## src/rtl/ppfc_consts.vh

```
// register map, field positions and reset values of the port function block
`ifndef PPFC_CONSTS_VH
`define PPFC_CONSTS_VH
// ==========================================================================
// register byte offsets
`define PPFC_OFF_DATA     8'h00
`define PPFC_OFF_DIR      8'h04
`define PPFC_OFF_AMODE    8'h08
`define PPFC_OFF_MISC     8'h0C
`define PPFC_OFF_ACH      8'h10
`define PPFC_OFF_PIN      8'h14
// ==========================================================================
// field positions
`define PPFC_MISC_OD_BIT  2
`define PPFC_MISC_PU_BIT  3
`define PPFC_AMODE_G4_BIT 12
`define PPFC_AMODE_SO_BIT 13
// ==========================================================================
// reset values
`define PPFC_DATA_RST     16'hFFFF
`define PPFC_DIR_RST      16'h0000
`define PPFC_AMODE_RST    4'h0
`define PPFC_MISC_RST     4'h0
`define PPFC_ACH_RST      4'h0
`define PPFC_RESP_OKAY    2'b00
`define PPFC_RESP_SLVERR  2'b10
`endif

```

## src/rtl/ppfc_port_ctrl.v

```verilog
// port pin function and output buffer control with an axi4-lite slave
// Function
// RULE_01: group4 select makes all four pins analog
// RULE_02: group8 pins follow own direction bit only
// RULE_03: open-drain select kills serial pin pmos
// RULE_04: analog select leaves active pull-up on
// RULE_05: port data bits reset to one
// RULE_06: software clears data before pull-up off
// RULE_07: analog mode turns both buffer transistors off
// RULE_08: converter channel from channel select register
// RULE_09: output drives data, input leaves buffer off
// RULE_10: group2 open drain low only dir1 data0
// RULE_11: software keeps unused pins at reset
// RULE_12: pull-up on when enabled and data one
// RULE_13: pull-up enable zero turns all off
// RULE_14: misc register cleared on reset and stop
// RULE_15: direction and analog bits reset to zero
`include "ppfc_consts.vh"
module ppfc_port_ctrl (
  // clock and reset
  input  wire        aclk,
  input  wire        aresetn,
  // stop mode entry
  input  wire        stop_mode,
  // axi4-lite write address
  input  wire [7:0]  s_axi_awaddr,
  input  wire        s_axi_awvalid,
  output wire        s_axi_awready,
  // axi4-lite write data
  input  wire [31:0] s_axi_wdata,
  input  wire [3:0]  s_axi_wstrb,
  input  wire        s_axi_wvalid,
  output wire        s_axi_wready,
  // axi4-lite write response
  output wire [1:0]  s_axi_bresp,
  output wire        s_axi_bvalid,
  input  wire        s_axi_bready,
  // axi4-lite read address
  input  wire [7:0]  s_axi_araddr,
  input  wire        s_axi_arvalid,
  output wire        s_axi_arready,
  // axi4-lite read data
  output wire [31:0] s_axi_rdata,
  output wire [1:0]  s_axi_rresp,
  output wire        s_axi_rvalid,
  input  wire        s_axi_rready,
  // serial output from the serial unit
  input  wire        serial_out_data,
  // pins: [3:0] group4, [7:4] group8, [11:8] group2, [12] serial pin
  input  wire [12:0] pin_in,
  output wire [12:0] pin_out,
  output wire [12:0] pin_oe_n,
  output wire [12:0] pmos_on,
  output wire [12:0] nmos_on,
  output wire [12:0] pullup_on,
  // converter routing
  output wire [3:0]  analog_channel_sel,
  output wire [3:0]  group4_analog_en
);

  // ========================================================================
  // registers
  // data/dir bit map: [3:0] group4, [7:4] group8, [11:8] group2, [12] so pin
  reg  [15:0] port_data_bits_q;
  reg  [15:0] direction_control_bits_q;
  reg         group4_analog_select_q;
  reg         serial_out_pin_select_q;
  reg  [3:0]  misc_control_reg_q;
  reg  [3:0]  analog_channel_select_reg_q;
  reg  [12:0] pin_sample_q;

  wire        so_open_drain_select  = misc_control_reg_q[`PPFC_MISC_OD_BIT];
  wire        global_pullup_enable  = misc_control_reg_q[`PPFC_MISC_PU_BIT];
  wire [3:0]  group4_direction_bits = direction_control_bits_q[3:0];
  wire [3:0]  group8_direction_bits = direction_control_bits_q[7:4];

  // ========================================================================
  // axi4-lite slave: address and data taken in either order
  reg         aw_held_q;
  reg  [7:0]  aw_addr_q;
  reg         w_held_q;
  reg  [31:0] w_data_q;
  reg  [3:0]  w_strb_q;
  reg         bvalid_q;
  reg  [1:0]  bresp_q;
  reg         rvalid_q;
  reg  [31:0] rdata_q;
  reg  [1:0]  rresp_q;

  // one write in flight: both readies drop while bvalid stands
  // bresp tells an unmapped write apart; the registers ignore it
  assign s_axi_awready = !aw_held_q && !bvalid_q;
  assign s_axi_wready  = !w_held_q && !bvalid_q;
  assign s_axi_bvalid  = bvalid_q;
  assign s_axi_bresp   = bresp_q;
  assign s_axi_arready = !rvalid_q;
  assign s_axi_rvalid  = rvalid_q;
  assign s_axi_rdata   = rdata_q;
  assign s_axi_rresp   = rresp_q;

  wire        aw_fire = s_axi_awvalid && s_axi_awready;
  wire        w_fire  = s_axi_wvalid && s_axi_wready;
  wire        aw_have = aw_held_q || aw_fire;
  wire        w_have  = w_held_q || w_fire;
  wire [7:0]  wr_addr = aw_held_q ? aw_addr_q : s_axi_awaddr;
  wire [31:0] wr_data = w_held_q ? w_data_q : s_axi_wdata;
  wire [3:0]  wr_strb = w_held_q ? w_strb_q : s_axi_wstrb;
  wire        wr_go   = aw_have && w_have && !bvalid_q;
  wire        wr_ok   = (wr_addr == `PPFC_OFF_DATA) ||
                        (wr_addr == `PPFC_OFF_DIR) ||
                        (wr_addr == `PPFC_OFF_AMODE) ||
                        (wr_addr == `PPFC_OFF_MISC) ||
                        (wr_addr == `PPFC_OFF_ACH) ||
                        (wr_addr == `PPFC_OFF_PIN);

  always @(posedge aclk) begin
    if (!aresetn) begin
      aw_held_q <= 1'b0;
      aw_addr_q <= 8'h00;
      w_held_q  <= 1'b0;
      w_data_q  <= 32'h0000_0000;
      w_strb_q  <= 4'h0;
      bvalid_q  <= 1'b0;
      bresp_q   <= `PPFC_RESP_OKAY;
    end else begin
      if (wr_go) begin
        aw_held_q <= 1'b0;
        w_held_q  <= 1'b0;
        bvalid_q  <= 1'b1;
        bresp_q   <= wr_ok ? `PPFC_RESP_OKAY : `PPFC_RESP_SLVERR;
      end else begin
        if (aw_fire) begin
          aw_held_q <= 1'b1;
          aw_addr_q <= s_axi_awaddr;
        end
        if (w_fire) begin
          w_held_q <= 1'b1;
          w_data_q <= s_axi_wdata;
          w_strb_q <= s_axi_wstrb;
        end
        if (bvalid_q && s_axi_bready) begin
          bvalid_q <= 1'b0;
        end
      end
    end
  end

  // ========================================================================
  // register writes; only byte lanes 0 and 1 hold bits
  wire wr_b0 = wr_go && wr_strb[0];
  wire wr_b1 = wr_go && wr_strb[1];

  reg  [15:0] port_data_bits_d;
  reg  [15:0] direction_control_bits_d;
  reg         group4_analog_select_d;
  reg         serial_out_pin_select_d;
  reg  [3:0]  misc_control_reg_d;
  reg  [3:0]  analog_channel_select_reg_d;

  always @* begin
    // defaults keep every register as it is
    port_data_bits_d            = port_data_bits_q;
    direction_control_bits_d    = direction_control_bits_q;
    group4_analog_select_d      = group4_analog_select_q;
    serial_out_pin_select_d     = serial_out_pin_select_q;
    misc_control_reg_d          = misc_control_reg_q;
    analog_channel_select_reg_d = analog_channel_select_reg_q;
    if (wr_b0 && wr_addr == `PPFC_OFF_DATA) begin
      port_data_bits_d[7:0] = wr_data[7:0];
    end
    if (wr_b1 && wr_addr == `PPFC_OFF_DATA) begin
      port_data_bits_d[15:8] = {3'b000, wr_data[12:8]};
    end
    if (wr_b0 && wr_addr == `PPFC_OFF_DIR) begin
      direction_control_bits_d[7:0] = wr_data[7:0];
    end
    if (wr_b1 && wr_addr == `PPFC_OFF_DIR) begin
      direction_control_bits_d[15:8] = {3'b000, wr_data[12:8]};
    end
    if (wr_b1 && wr_addr == `PPFC_OFF_AMODE) begin
      group4_analog_select_d  = wr_data[`PPFC_AMODE_G4_BIT];
      serial_out_pin_select_d = wr_data[`PPFC_AMODE_SO_BIT];
    end
    // stop entry wins over a write in the same cycle
    if (stop_mode) begin
      misc_control_reg_d = `PPFC_MISC_RST;  // [RULE_14]
    end else if (wr_b0 && wr_addr == `PPFC_OFF_MISC) begin
      misc_control_reg_d = wr_data[3:0];
    end
    // channel select only steers the converter mux
    if (wr_b0 && wr_addr == `PPFC_OFF_ACH) begin
      analog_channel_select_reg_d = wr_data[3:0];
    end
  end

  always @(posedge aclk) begin
    if (!aresetn) begin
      port_data_bits_q            <= `PPFC_DATA_RST;  // [RULE_05]
      direction_control_bits_q    <= `PPFC_DIR_RST;   // [RULE_15]
      group4_analog_select_q      <= 1'b0;            // [RULE_15]
      serial_out_pin_select_q     <= 1'b0;
      misc_control_reg_q          <= `PPFC_MISC_RST;  // [RULE_14]
      analog_channel_select_reg_q <= `PPFC_ACH_RST;
    end else begin
      port_data_bits_q            <= port_data_bits_d;
      direction_control_bits_q    <= direction_control_bits_d;
      group4_analog_select_q      <= group4_analog_select_d;
      serial_out_pin_select_q     <= serial_out_pin_select_d;
      misc_control_reg_q          <= misc_control_reg_d;
      analog_channel_select_reg_q <= analog_channel_select_reg_d;
    end
  end

  // ========================================================================
  // read channel; the pin sample is a plain clocked copy of the pins
  always @(posedge aclk) begin
    if (!aresetn) begin
      pin_sample_q <= 13'h0000;
    end else begin
      pin_sample_q <= pin_in;
    end
  end

  // reads never change state, so a read beside a write is safe
  always @(posedge aclk) begin
    if (!aresetn) begin
      rvalid_q <= 1'b0;
      rdata_q  <= 32'h0000_0000;
      rresp_q  <= `PPFC_RESP_OKAY;
    end else if (s_axi_arvalid && !rvalid_q) begin
      rvalid_q <= 1'b1;
      rresp_q  <= `PPFC_RESP_OKAY;
      case (s_axi_araddr)
        `PPFC_OFF_DATA:  rdata_q <= {16'h0000, port_data_bits_q};
        `PPFC_OFF_DIR:   rdata_q <= {16'h0000, direction_control_bits_q};
        `PPFC_OFF_AMODE: rdata_q <= {18'h0_0000, serial_out_pin_select_q,
                                     group4_analog_select_q, 12'h000};
        `PPFC_OFF_MISC:  rdata_q <= {28'h000_0000, misc_control_reg_q};
        `PPFC_OFF_ACH:   rdata_q <= {28'h000_0000,
                                     analog_channel_select_reg_q};
        `PPFC_OFF_PIN:   rdata_q <= {19'h0_0000, pin_sample_q};
        default: begin
          rdata_q <= 32'h0000_0000;
          rresp_q <= `PPFC_RESP_SLVERR;
        end
      endcase
    end else if (rvalid_q && s_axi_rready) begin
      rvalid_q <= 1'b0;
    end
  end

  // ========================================================================
  // pin buffer control
  genvar i;
  generate
    for (i = 0; i < 13; i = i + 1) begin : g_pin
      // buffers are combinational from the registers
      wire d   = port_data_bits_q[i];
      wire dir = direction_control_bits_q[i];
      if (i < 4) begin : g_grp4
        // analog select overrides direction, buffer isolated
        wire ana = group4_analog_select_q;                  // [RULE_01]
        wire drv = !ana && group4_direction_bits[i];        // [RULE_07]
        assign pmos_on[i]   = drv && d;                     // [RULE_09]
        assign nmos_on[i]   = drv && !d;                    // [RULE_09]
        assign pin_out[i]   = d;
        // pull-up ignores analog selection on purpose
        assign pullup_on[i] = global_pullup_enable && d;    // [RULE_04]
        assign group4_analog_en[i] = ana;
      end else if (i < 8) begin : g_grp8
        // high-voltage group: no pull-up, no shared function
        wire drv = group8_direction_bits[i-4];              // [RULE_02]
        assign pmos_on[i]   = drv && d;
        assign nmos_on[i]   = drv && !d;
        assign pin_out[i]   = d;
        assign pullup_on[i] = 1'b0;
      end else if (i < 12) begin : g_grp2
        // medium-voltage open drain: only low is driven
        // direction 0 or data 1 leaves the pin floating
        assign pmos_on[i]   = 1'b0;
        assign nmos_on[i]   = dir && !d;                    // [RULE_10]
        assign pin_out[i]   = 1'b0;
        assign pullup_on[i] = 1'b0;
      end else begin : g_so
        // serial function drives regardless of direction bit
        // open drain applies in both pin functions
        wire val = serial_out_pin_select_q ? serial_out_data : d;
        wire drv = serial_out_pin_select_q || dir;          // [RULE_09]
        assign pmos_on[i]   = drv && val && !so_open_drain_select; // [RULE_03]
        assign nmos_on[i]   = drv && !val;
        assign pin_out[i]   = val;
        assign pullup_on[i] = global_pullup_enable && d;    // [RULE_12]
      end
      assign pin_oe_n[i] = !(pmos_on[i] || nmos_on[i]);
    end
  endgenerate
  // pull-ups of group 4 and the serial pin fall with the enable  [RULE_13]

  // converter routing is independent of the buffer isolation bits
  assign analog_channel_sel = analog_channel_select_reg_q;  // [RULE_08]

endmodule

```

## config.mk

```make
export PLATFORM = sky130hd
export DESIGN_NAME = ppfc_port_ctrl
export DESIGN_NICKNAME = d
export VERILOG_FILES = /design/src/rtl/ppfc_port_ctrl.v
export VERILOG_INCLUDE_DIRS = /design/src /design/src/rtl
export SDC_FILE = /design/constraint.sdc
export NUM_CORES = 1
export LEC_CHECK = 0
export ABC_AREA = 1
export BUFFER_PORTS_ARGS = -buffer_cell sky130_fd_sc_hd__buf_2
export CAP_MARGIN = 20
export CORE_UTILIZATION = 53
export DETAILED_ROUTE_END_ITERATION = 7
export PLACE_DENSITY = 0.85
export RECOVER_POWER = 25
export SYNTH_ARGS = -nofsm -noshare
export SYNTH_HDL_FRONTEND = slang
export SYNTH_SLANG_ARGS = --single-unit
```

## constraint.sdc

```tcl
create_clock -name aclk -period 3.92 [get_ports aclk]
set_input_delay 0.196 -clock aclk [delete_from_list [all_inputs] [get_ports aclk]]
set_output_delay 0.196 -clock aclk [all_outputs]
set_load 0.005 [all_outputs]
```

==> metrics.cfg, run 1 <==
[global_route]
grt_pass1_wl_mm = 18.6
grt.overflow.total = 0
antenna_found_initial = 0
use_met2_pct = 40.9
grtUsageTotal_pct = 24.1
grtUsageMet1_pct = 32.5
top_usage_layer = met2
grt_pass1_vias = 3878
use_met3_pct = 2.55
grt_max_degree = 72

[final_layout]
synthToLayoutAreaGrowth_pct = 12.4
layout-drive-gt1-share_pct = 22.4
finish.instance_area_um2 = 5570
multi_input_area_um2 = 2310
n_antenna_cell = 0
final_cell_mix = nand2_1, buf_2, dfxtp_1
final-seq-area_um2 = 1900
nets = 886
fillCellCount = 869
layout_commonest_cell = nand2_1

[cts]
cts_buffers = 9
cts_tree = done
h-tree-depth = 3
cts.sinks = 95
clkSlewWorstSetupHoldPaths_ns = 0.10
post_cts_buffers = 0
clk_latency_ns = 0.36
root_buffer = clkbuf_8
post_cts_resized = 0
holdBufCountCts = 3
cts.path.max_buffers = 2

[min_path]
hold_depth = 3
hold_start = pin_in[10]
hp-class = in2reg
hold_end = pin_sample_q[10]

[timing]
post-route-period-util_pct = 65.8
clock_skew_ns = 0.0122
report.final.slew_viol_count = 0
tns_ns = 0
setup-violations-final = 0
worst_pin_slew_ns = 0.972
max_clock_freq_mhz = 388
layout_setup_ws_ns = 1.34
max-slew-margin-rel_pct = 35.0
layout_min_cycle_time_ns = 2.58
hold_viol = 0
rsz0062_at_grt = false

[critical_path]
crit_required_ns = 4.14
start_kind = register
reg2reg_to = port_data_bits_q[4]
critical_path_class = reg2reg
crit_chain = inv_1 -> o21ai_2 -> nand3b_2 -> nor2_4 -> nand2_4 -> nand2_1 -> o211ai_2
cp-end-kind = register
worst_path_max_delay_cell = dfxtp_1
critical_path_arrival_ns = 2.80
crit_fanout = 30
slowest_delay_ns = 0.90
ff2ff_setup_slack_ns = 1.34
r2r_cells = 7
r2r-start = w_held_q

[placed_design]
place_hpwl_mm = 8.35
gp_congestion = 0.791
dpl_cell_area_um2 = 5360
numPortBuffers = 133
post-place-ws_ns = 1.34

[die]
core_area_um2 = 8890
initial_core_util_pct = 55.8
die_w_um = 98.7
die_h_um = 98.7
die_area_um2 = 9750
num_rows = 34
ioPinCount = 188

[power_and_ir_drop]
peakVddDrop_v = 0.000211
power_density_nw_per_um2 = 352
p_leak_nw = 2.82

[logic_synthesis]
yosysWarnings = 0
seq_area_frac_synth_pct = 38.3
synth_cell_types = 34
yosys_register_bits = 95
synth_area_um2 = 4960
syn_inst = 709
syn_avg_cell_area_um2 = 7.00

[detailed_routing]
first_pass_iters = 4
drc = 0
drt_wl_total_mm = 11.5
wl_per_cell_um = 12.5
drt_iter0_markers = 185
viasPerCell = 5.00
ant_nets = 0
num_vias = 4627

[flow_run]
maxCapViolCount = 0

[run_status]
status = finished clean

cells by family (layout without fill, tap and decap cells):
logic type      Yosys count  in the layout  synth area share [%]
compound gates          125            125                  15.3
buf+inv                 169            244                  17.6
flops                    95             95                  38.3
mux                       2              2                 0.404
other cells               1             34                0.0756
simple gates            317            317                  28.3
registers in the layout, summed over array words and instances, names as in the netlist, 2 cells and up:
register	count
s_axi_rdata	15
port_data_bits_q	14
w_data_q	14
direction_control_bits_q	13
pin_sample_q	13
aw_addr_q	8
analog_channel_sel	4
misc_control_reg_q	4
w_strb_q	2
per-layer routing:
layer	up-vias	routed length, um
li1	2370	-
met5	-	0
met1	2078	5490
met4	0	146
met3	12	613
met2	167	5280
through the flow:
stage	instances	total power (W)	util (%)	hold WS [ns]
after floorplan	742	0.00130	-	0.294
after global routing	925	0.00206	62.7	0.0112
after detailed placement	905	0.00136	60.2	0.381
after global placement	905	0.00135	60.2	0.380
after CTS	924	0.00197	62.7	0.00248
final	925	0.00196	62.7	0.0102
how the worst max path moves through the flow:
stage / startpoint / end / slack [ns] / cells past startpoint
2_1_floorplan: aw_held_q / port_data_bits_q[12] / 2.47 / 8
3_3_place_gp: w_held_q / port_data_bits_q[7] / 1.41 / 7
3_5_place_dp: w_held_q / port_data_bits_q[7] / 1.34 / 7
4_1_cts: w_held_q / port_data_bits_q[4] / 1.35 / 7
5_1_grt: w_held_q / port_data_bits_q[0] / 1.06 / 7
6_report: w_held_q / port_data_bits_q[4] / 1.34 / 7
cell type report:
cell class              instances  share of cell area (%)
clock buffers                   9                    2.22
clock inverters                 7                    1.21
inverters                      90                    6.06
multi-input cells             478                    41.4
flip-flops and latches         95                    34.1
well taps                     108                    2.42
repair buffers                138                    12.5
worst max-delay path, delay by kind of cell, from the launching register on:
kind	cells	cell delay [ns]
flops	1	0.90
simple gates	4	1.16
buf+inv	1	0.19
compound gates	2	0.19
Yosys cell counts, drive strengths merged:
library cell | instances | area, um^2
nand4 | 1 | 6.26
nor3 | 4 | 31.3
nor2 | 71 | 308
a21oi | 58 | 290
clkinv | 2 | 7.51
o211ai | 13 | 163
nand3b | 1 | 11.3
dfxtp | 95 | 1900
mux2i | 2 | 20.0
conb | 1 | 3.75
o21ai | 49 | 268
or2 | 1 | 6.26
buf | 65 | 483
nand2 | 171 | 672
o21a | 1 | 7.51
o21bai | 4 | 30.0
nand3 | 68 | 368
inv | 88 | 330
clkbuf | 14 | 52.6
power breakdown:
group / leakage (nW) / switching (W) / internal (W) / total (W)
Sequential: 0.775 / 0.0000315 / 0.00101 / 0.00104
Combinational: 1.94 / 0.000209 / 0.0000946 / 0.000303
Clock: 0.0989 / 0.000371 / 0.000246 / 0.000617
(Power assumes the default switching activity.)
==> inputs of run 2 (changes only) <==
--- a/config.mk
+++ b/config.mk
@@ -6,12 +6,12 @@
 export SDC_FILE = /design/constraint.sdc
 export NUM_CORES = 1
 export LEC_CHECK = 0
-export ABC_AREA = 1
+export ABC_AREA = 0
 export BUFFER_PORTS_ARGS = -buffer_cell sky130_fd_sc_hd__buf_2
 export CAP_MARGIN = 20
-export CORE_UTILIZATION = 53
+export CORE_UTILIZATION = 49
 export DETAILED_ROUTE_END_ITERATION = 7
-export PLACE_DENSITY = 0.85
+export PLACE_DENSITY = 0.8
 export RECOVER_POWER = 25
 export SYNTH_ARGS = -nofsm -noshare
 export SYNTH_HDL_FRONTEND = slang
==> constraint.sdc (replaced) <==
create_clock -name aclk -period 2.46 [get_ports aclk]
set_input_delay 0.123 -clock aclk [delete_from_list [all_inputs] [get_ports aclk]]
set_output_delay 0.123 -clock aclk [all_outputs]
set_load 0.005 [all_outputs]
==> metrics.cfg, run 2 <==
[final_layout]
synthToLayoutAreaGrowth_pct = 16.7
nets = 741
largest_reg_flops = 15
final-seq-area_um2 = 1900
layout-drive-gt1-share_pct = 25.9
fin_cells = 801
finish.instance_area_um2 = 5630
layout_commonest_cell = buf_2
final_cell_mix = buf_2, dfxtp_1, nor2_1
multi_input_area_um2 = 2490
n_antenna_cell = 0
fillCellCount = 854

[timing]
layout_setup_ws_ns = 0.386
clock_skew_ns = 0.00863
layout_min_cycle_time_ns = 2.07
worst_pin_slew_ns = 0.643
max_clock_freq_mhz = 482
report.final.slew_viol_count = 0
max-slew-margin-rel_pct = 57.0
rsz0062_at_grt = false
hold_viol = 0
post-route-period-util_pct = 84.3
setup-violations-final = 0
hold-worst-slack_ns = 0.0262
tns_ns = 0

[placed_design]
place_hpwl_mm = 8.26
post-place-ws_ns = 0.405
dpl_cell_area_um2 = 5350
gp_congestion = 0.766
numPortBuffers = 133
dp_cells = 772

[power_and_ir_drop]
peakVddDrop_v = 0.000326
p_leak_nw = 2.73
power_density_nw_per_um2 = 522

[critical_path]
cp-endpoint = port_data_bits_q[9]
crit_buf_inv = 0
cp_top_family = simple AND/OR/NAND/NOR gates
reg2reg_to = port_data_bits_q[9]
crit_chain = or4b_1 -> nor3_4 -> o211a_1 -> mux2i_1
ff2ff_setup_slack_ns = 0.39
crit_required_ns = 2.73
start_kind = register
cp.depth = 4
worst_path_max_delay_cell = or4b_1
cp-end-kind = register
critical_path_class = reg2reg
critical_path_arrival_ns = 2.34
crit_fanout = 6
slowest_delay_ns = 0.61
worstSetupStartpoint = aw_addr_q[6]
r2r_cells = 4
r2r-start = aw_addr_q[6]

[run_status]
status = finished clean

[cts]
post_cts_buffers = 0
clkSlewWorstSetupHoldPaths_ns = 0.09
holdBufCountCts = 13
cts.path.max_buffers = 2
h-tree-depth = 3
cts_buffers = 9
cts.sinks = 95
root_buffer = clkbuf_8
post_cts_resized = 0
clk_latency_ns = 0.35
cts_tree = done

[global_route]
top_usage_layer = met2
use_met2_pct = 40.5
grt_max_degree = 51
grt_pass1_wl_mm = 17.7
use_met3_pct = 4.21
grt.overflow.total = 0
grtUsageMet1_pct = 26.6
antenna_found_initial = 0
grtUsageTotal_pct = 22.2
grt_pass1_vias = 3753

[detailed_routing]
drt_iter0_markers = 145
ant_nets = 0
drc = 0
drt_wl_total_mm = 10.9
viasPerCell = 5.02
first_pass_iters = 5
num_vias = 4019
wl_per_cell_um = 13.7

[logic_synthesis]
synthTopCellsByCount = dfxtp_1, nor2_1, mux2i_1
synth_cell_types = 42
synth_most_common_cell = dfxtp_1
yosys_register_bits = 95
yosysWarnings = 0
seq_area_frac_synth_pct = 39.4
synth-main-ff-cell = dfxtp_1
yosysTopAreaCell = dfxtp_1
synth_area_um2 = 4830
synth-edff-count = 0
synthTopCellsByArea = dfxtp_1, mux2i_1, buf_4
syn_avg_cell_area_um2 = 8.84
synthArstFlopShare_pct = 0
syn_inst = 546
synth_top_area_share_pct = 39.4

[flow_run]
maxCapViolCount = 0

[die]
initial_core_util_pct = 51.5
num_rows = 35
die_area_um2 = 10300
core_area_um2 = 9370
die_h_um = 101
die_w_um = 101
ioPinCount = 188

[min_path]
hp-class = in2reg
hold_start = s_axi_rready

==> run 2: changes by cell type after synthesis, sizes merged, moves of 9 or more <==
cell | before | now
inv | 88 | 19
o211ai | 13 | 4
nand2 | 171 | 53
nor2 | 71 | 80
nand2b | 0 | 16
nand3 | 68 | 17
a21oi | 58 | 11
mux2i | 2 | 67
and2 | 0 | 22
mux2 | 0 | 20
o21ai | 49 | 16
==> run 2: final cells by class <==
cell class,count,share of cell area [%]
Multi-Input combinational cell,388,44.2
Clock inverter,6,0.644
Clock buffer,10,2.44
Tap cell,129,2.87
Sequential cell,95,33.8
Timing Repair Buffer,154,14.8
Inverter,19,1.27
==> run 2: worst min-delay path, stage by stage <==
cell      delay [ns]
buf_2           0.07
nand2b_1        0.08
a21oi_1         0.06
==> run 2: logic make-up (layout without fill, tap and decap cells) <==
family | count (synthesis) | count (layout) | share of synthesized area [%]
AOI/OAI and AO/OA | 53 | 53 | 7.52
buffers and inverters | 96 | 189 | 11.6
DFF | 95 | 95 | 39.4
muxes | 91 | 91 | 20.7
other | 1 | 34 | 0.0777
and+or+nand+nor | 210 | 210 | 20.7
==> run 2: power by group <==
part | switching [W] | internal (W)
clock | 0.000529 | 0.000390
combinational | 0.000232 | 0.000181
sequential | 0.0000287 | 0.00158
total | 0.000789 | 0.00215
==> run 2: stage by stage <==
stage	util (%)	power [W]
2_1_floorplan	-	0.00196
3_3_place_gp	57.1	0.00203
3_5_place_dp	57.1	0.00204
4_1_cts	60.3	0.00296
5_1_grt	60.1	0.00309
6_report	60.1	0.00294
==> run 2: metal layers <==
metal | vias to the layer above | routed length (um)
met5 | - | 0
li1 | 1991 | -
met1 | 1874 | 4610
met4 | 0 | 142
met2 | 142 | 5550
met3 | 12 | 634
==> run 2: how the worst min path moves through the flow <==
stage	end	slack, ns	cells after the start
final	s_axi_rvalid	0.03	3
after global routing	s_axi_rvalid	0.02	3
after CTS	w_data_q[13]	0.02	3
after detailed placement	pin_sample_q[7]	0.33	2
after global placement	pin_sample_q[4]	0.33	2
after floorplan	pin_sample_q[0]	0.25	1
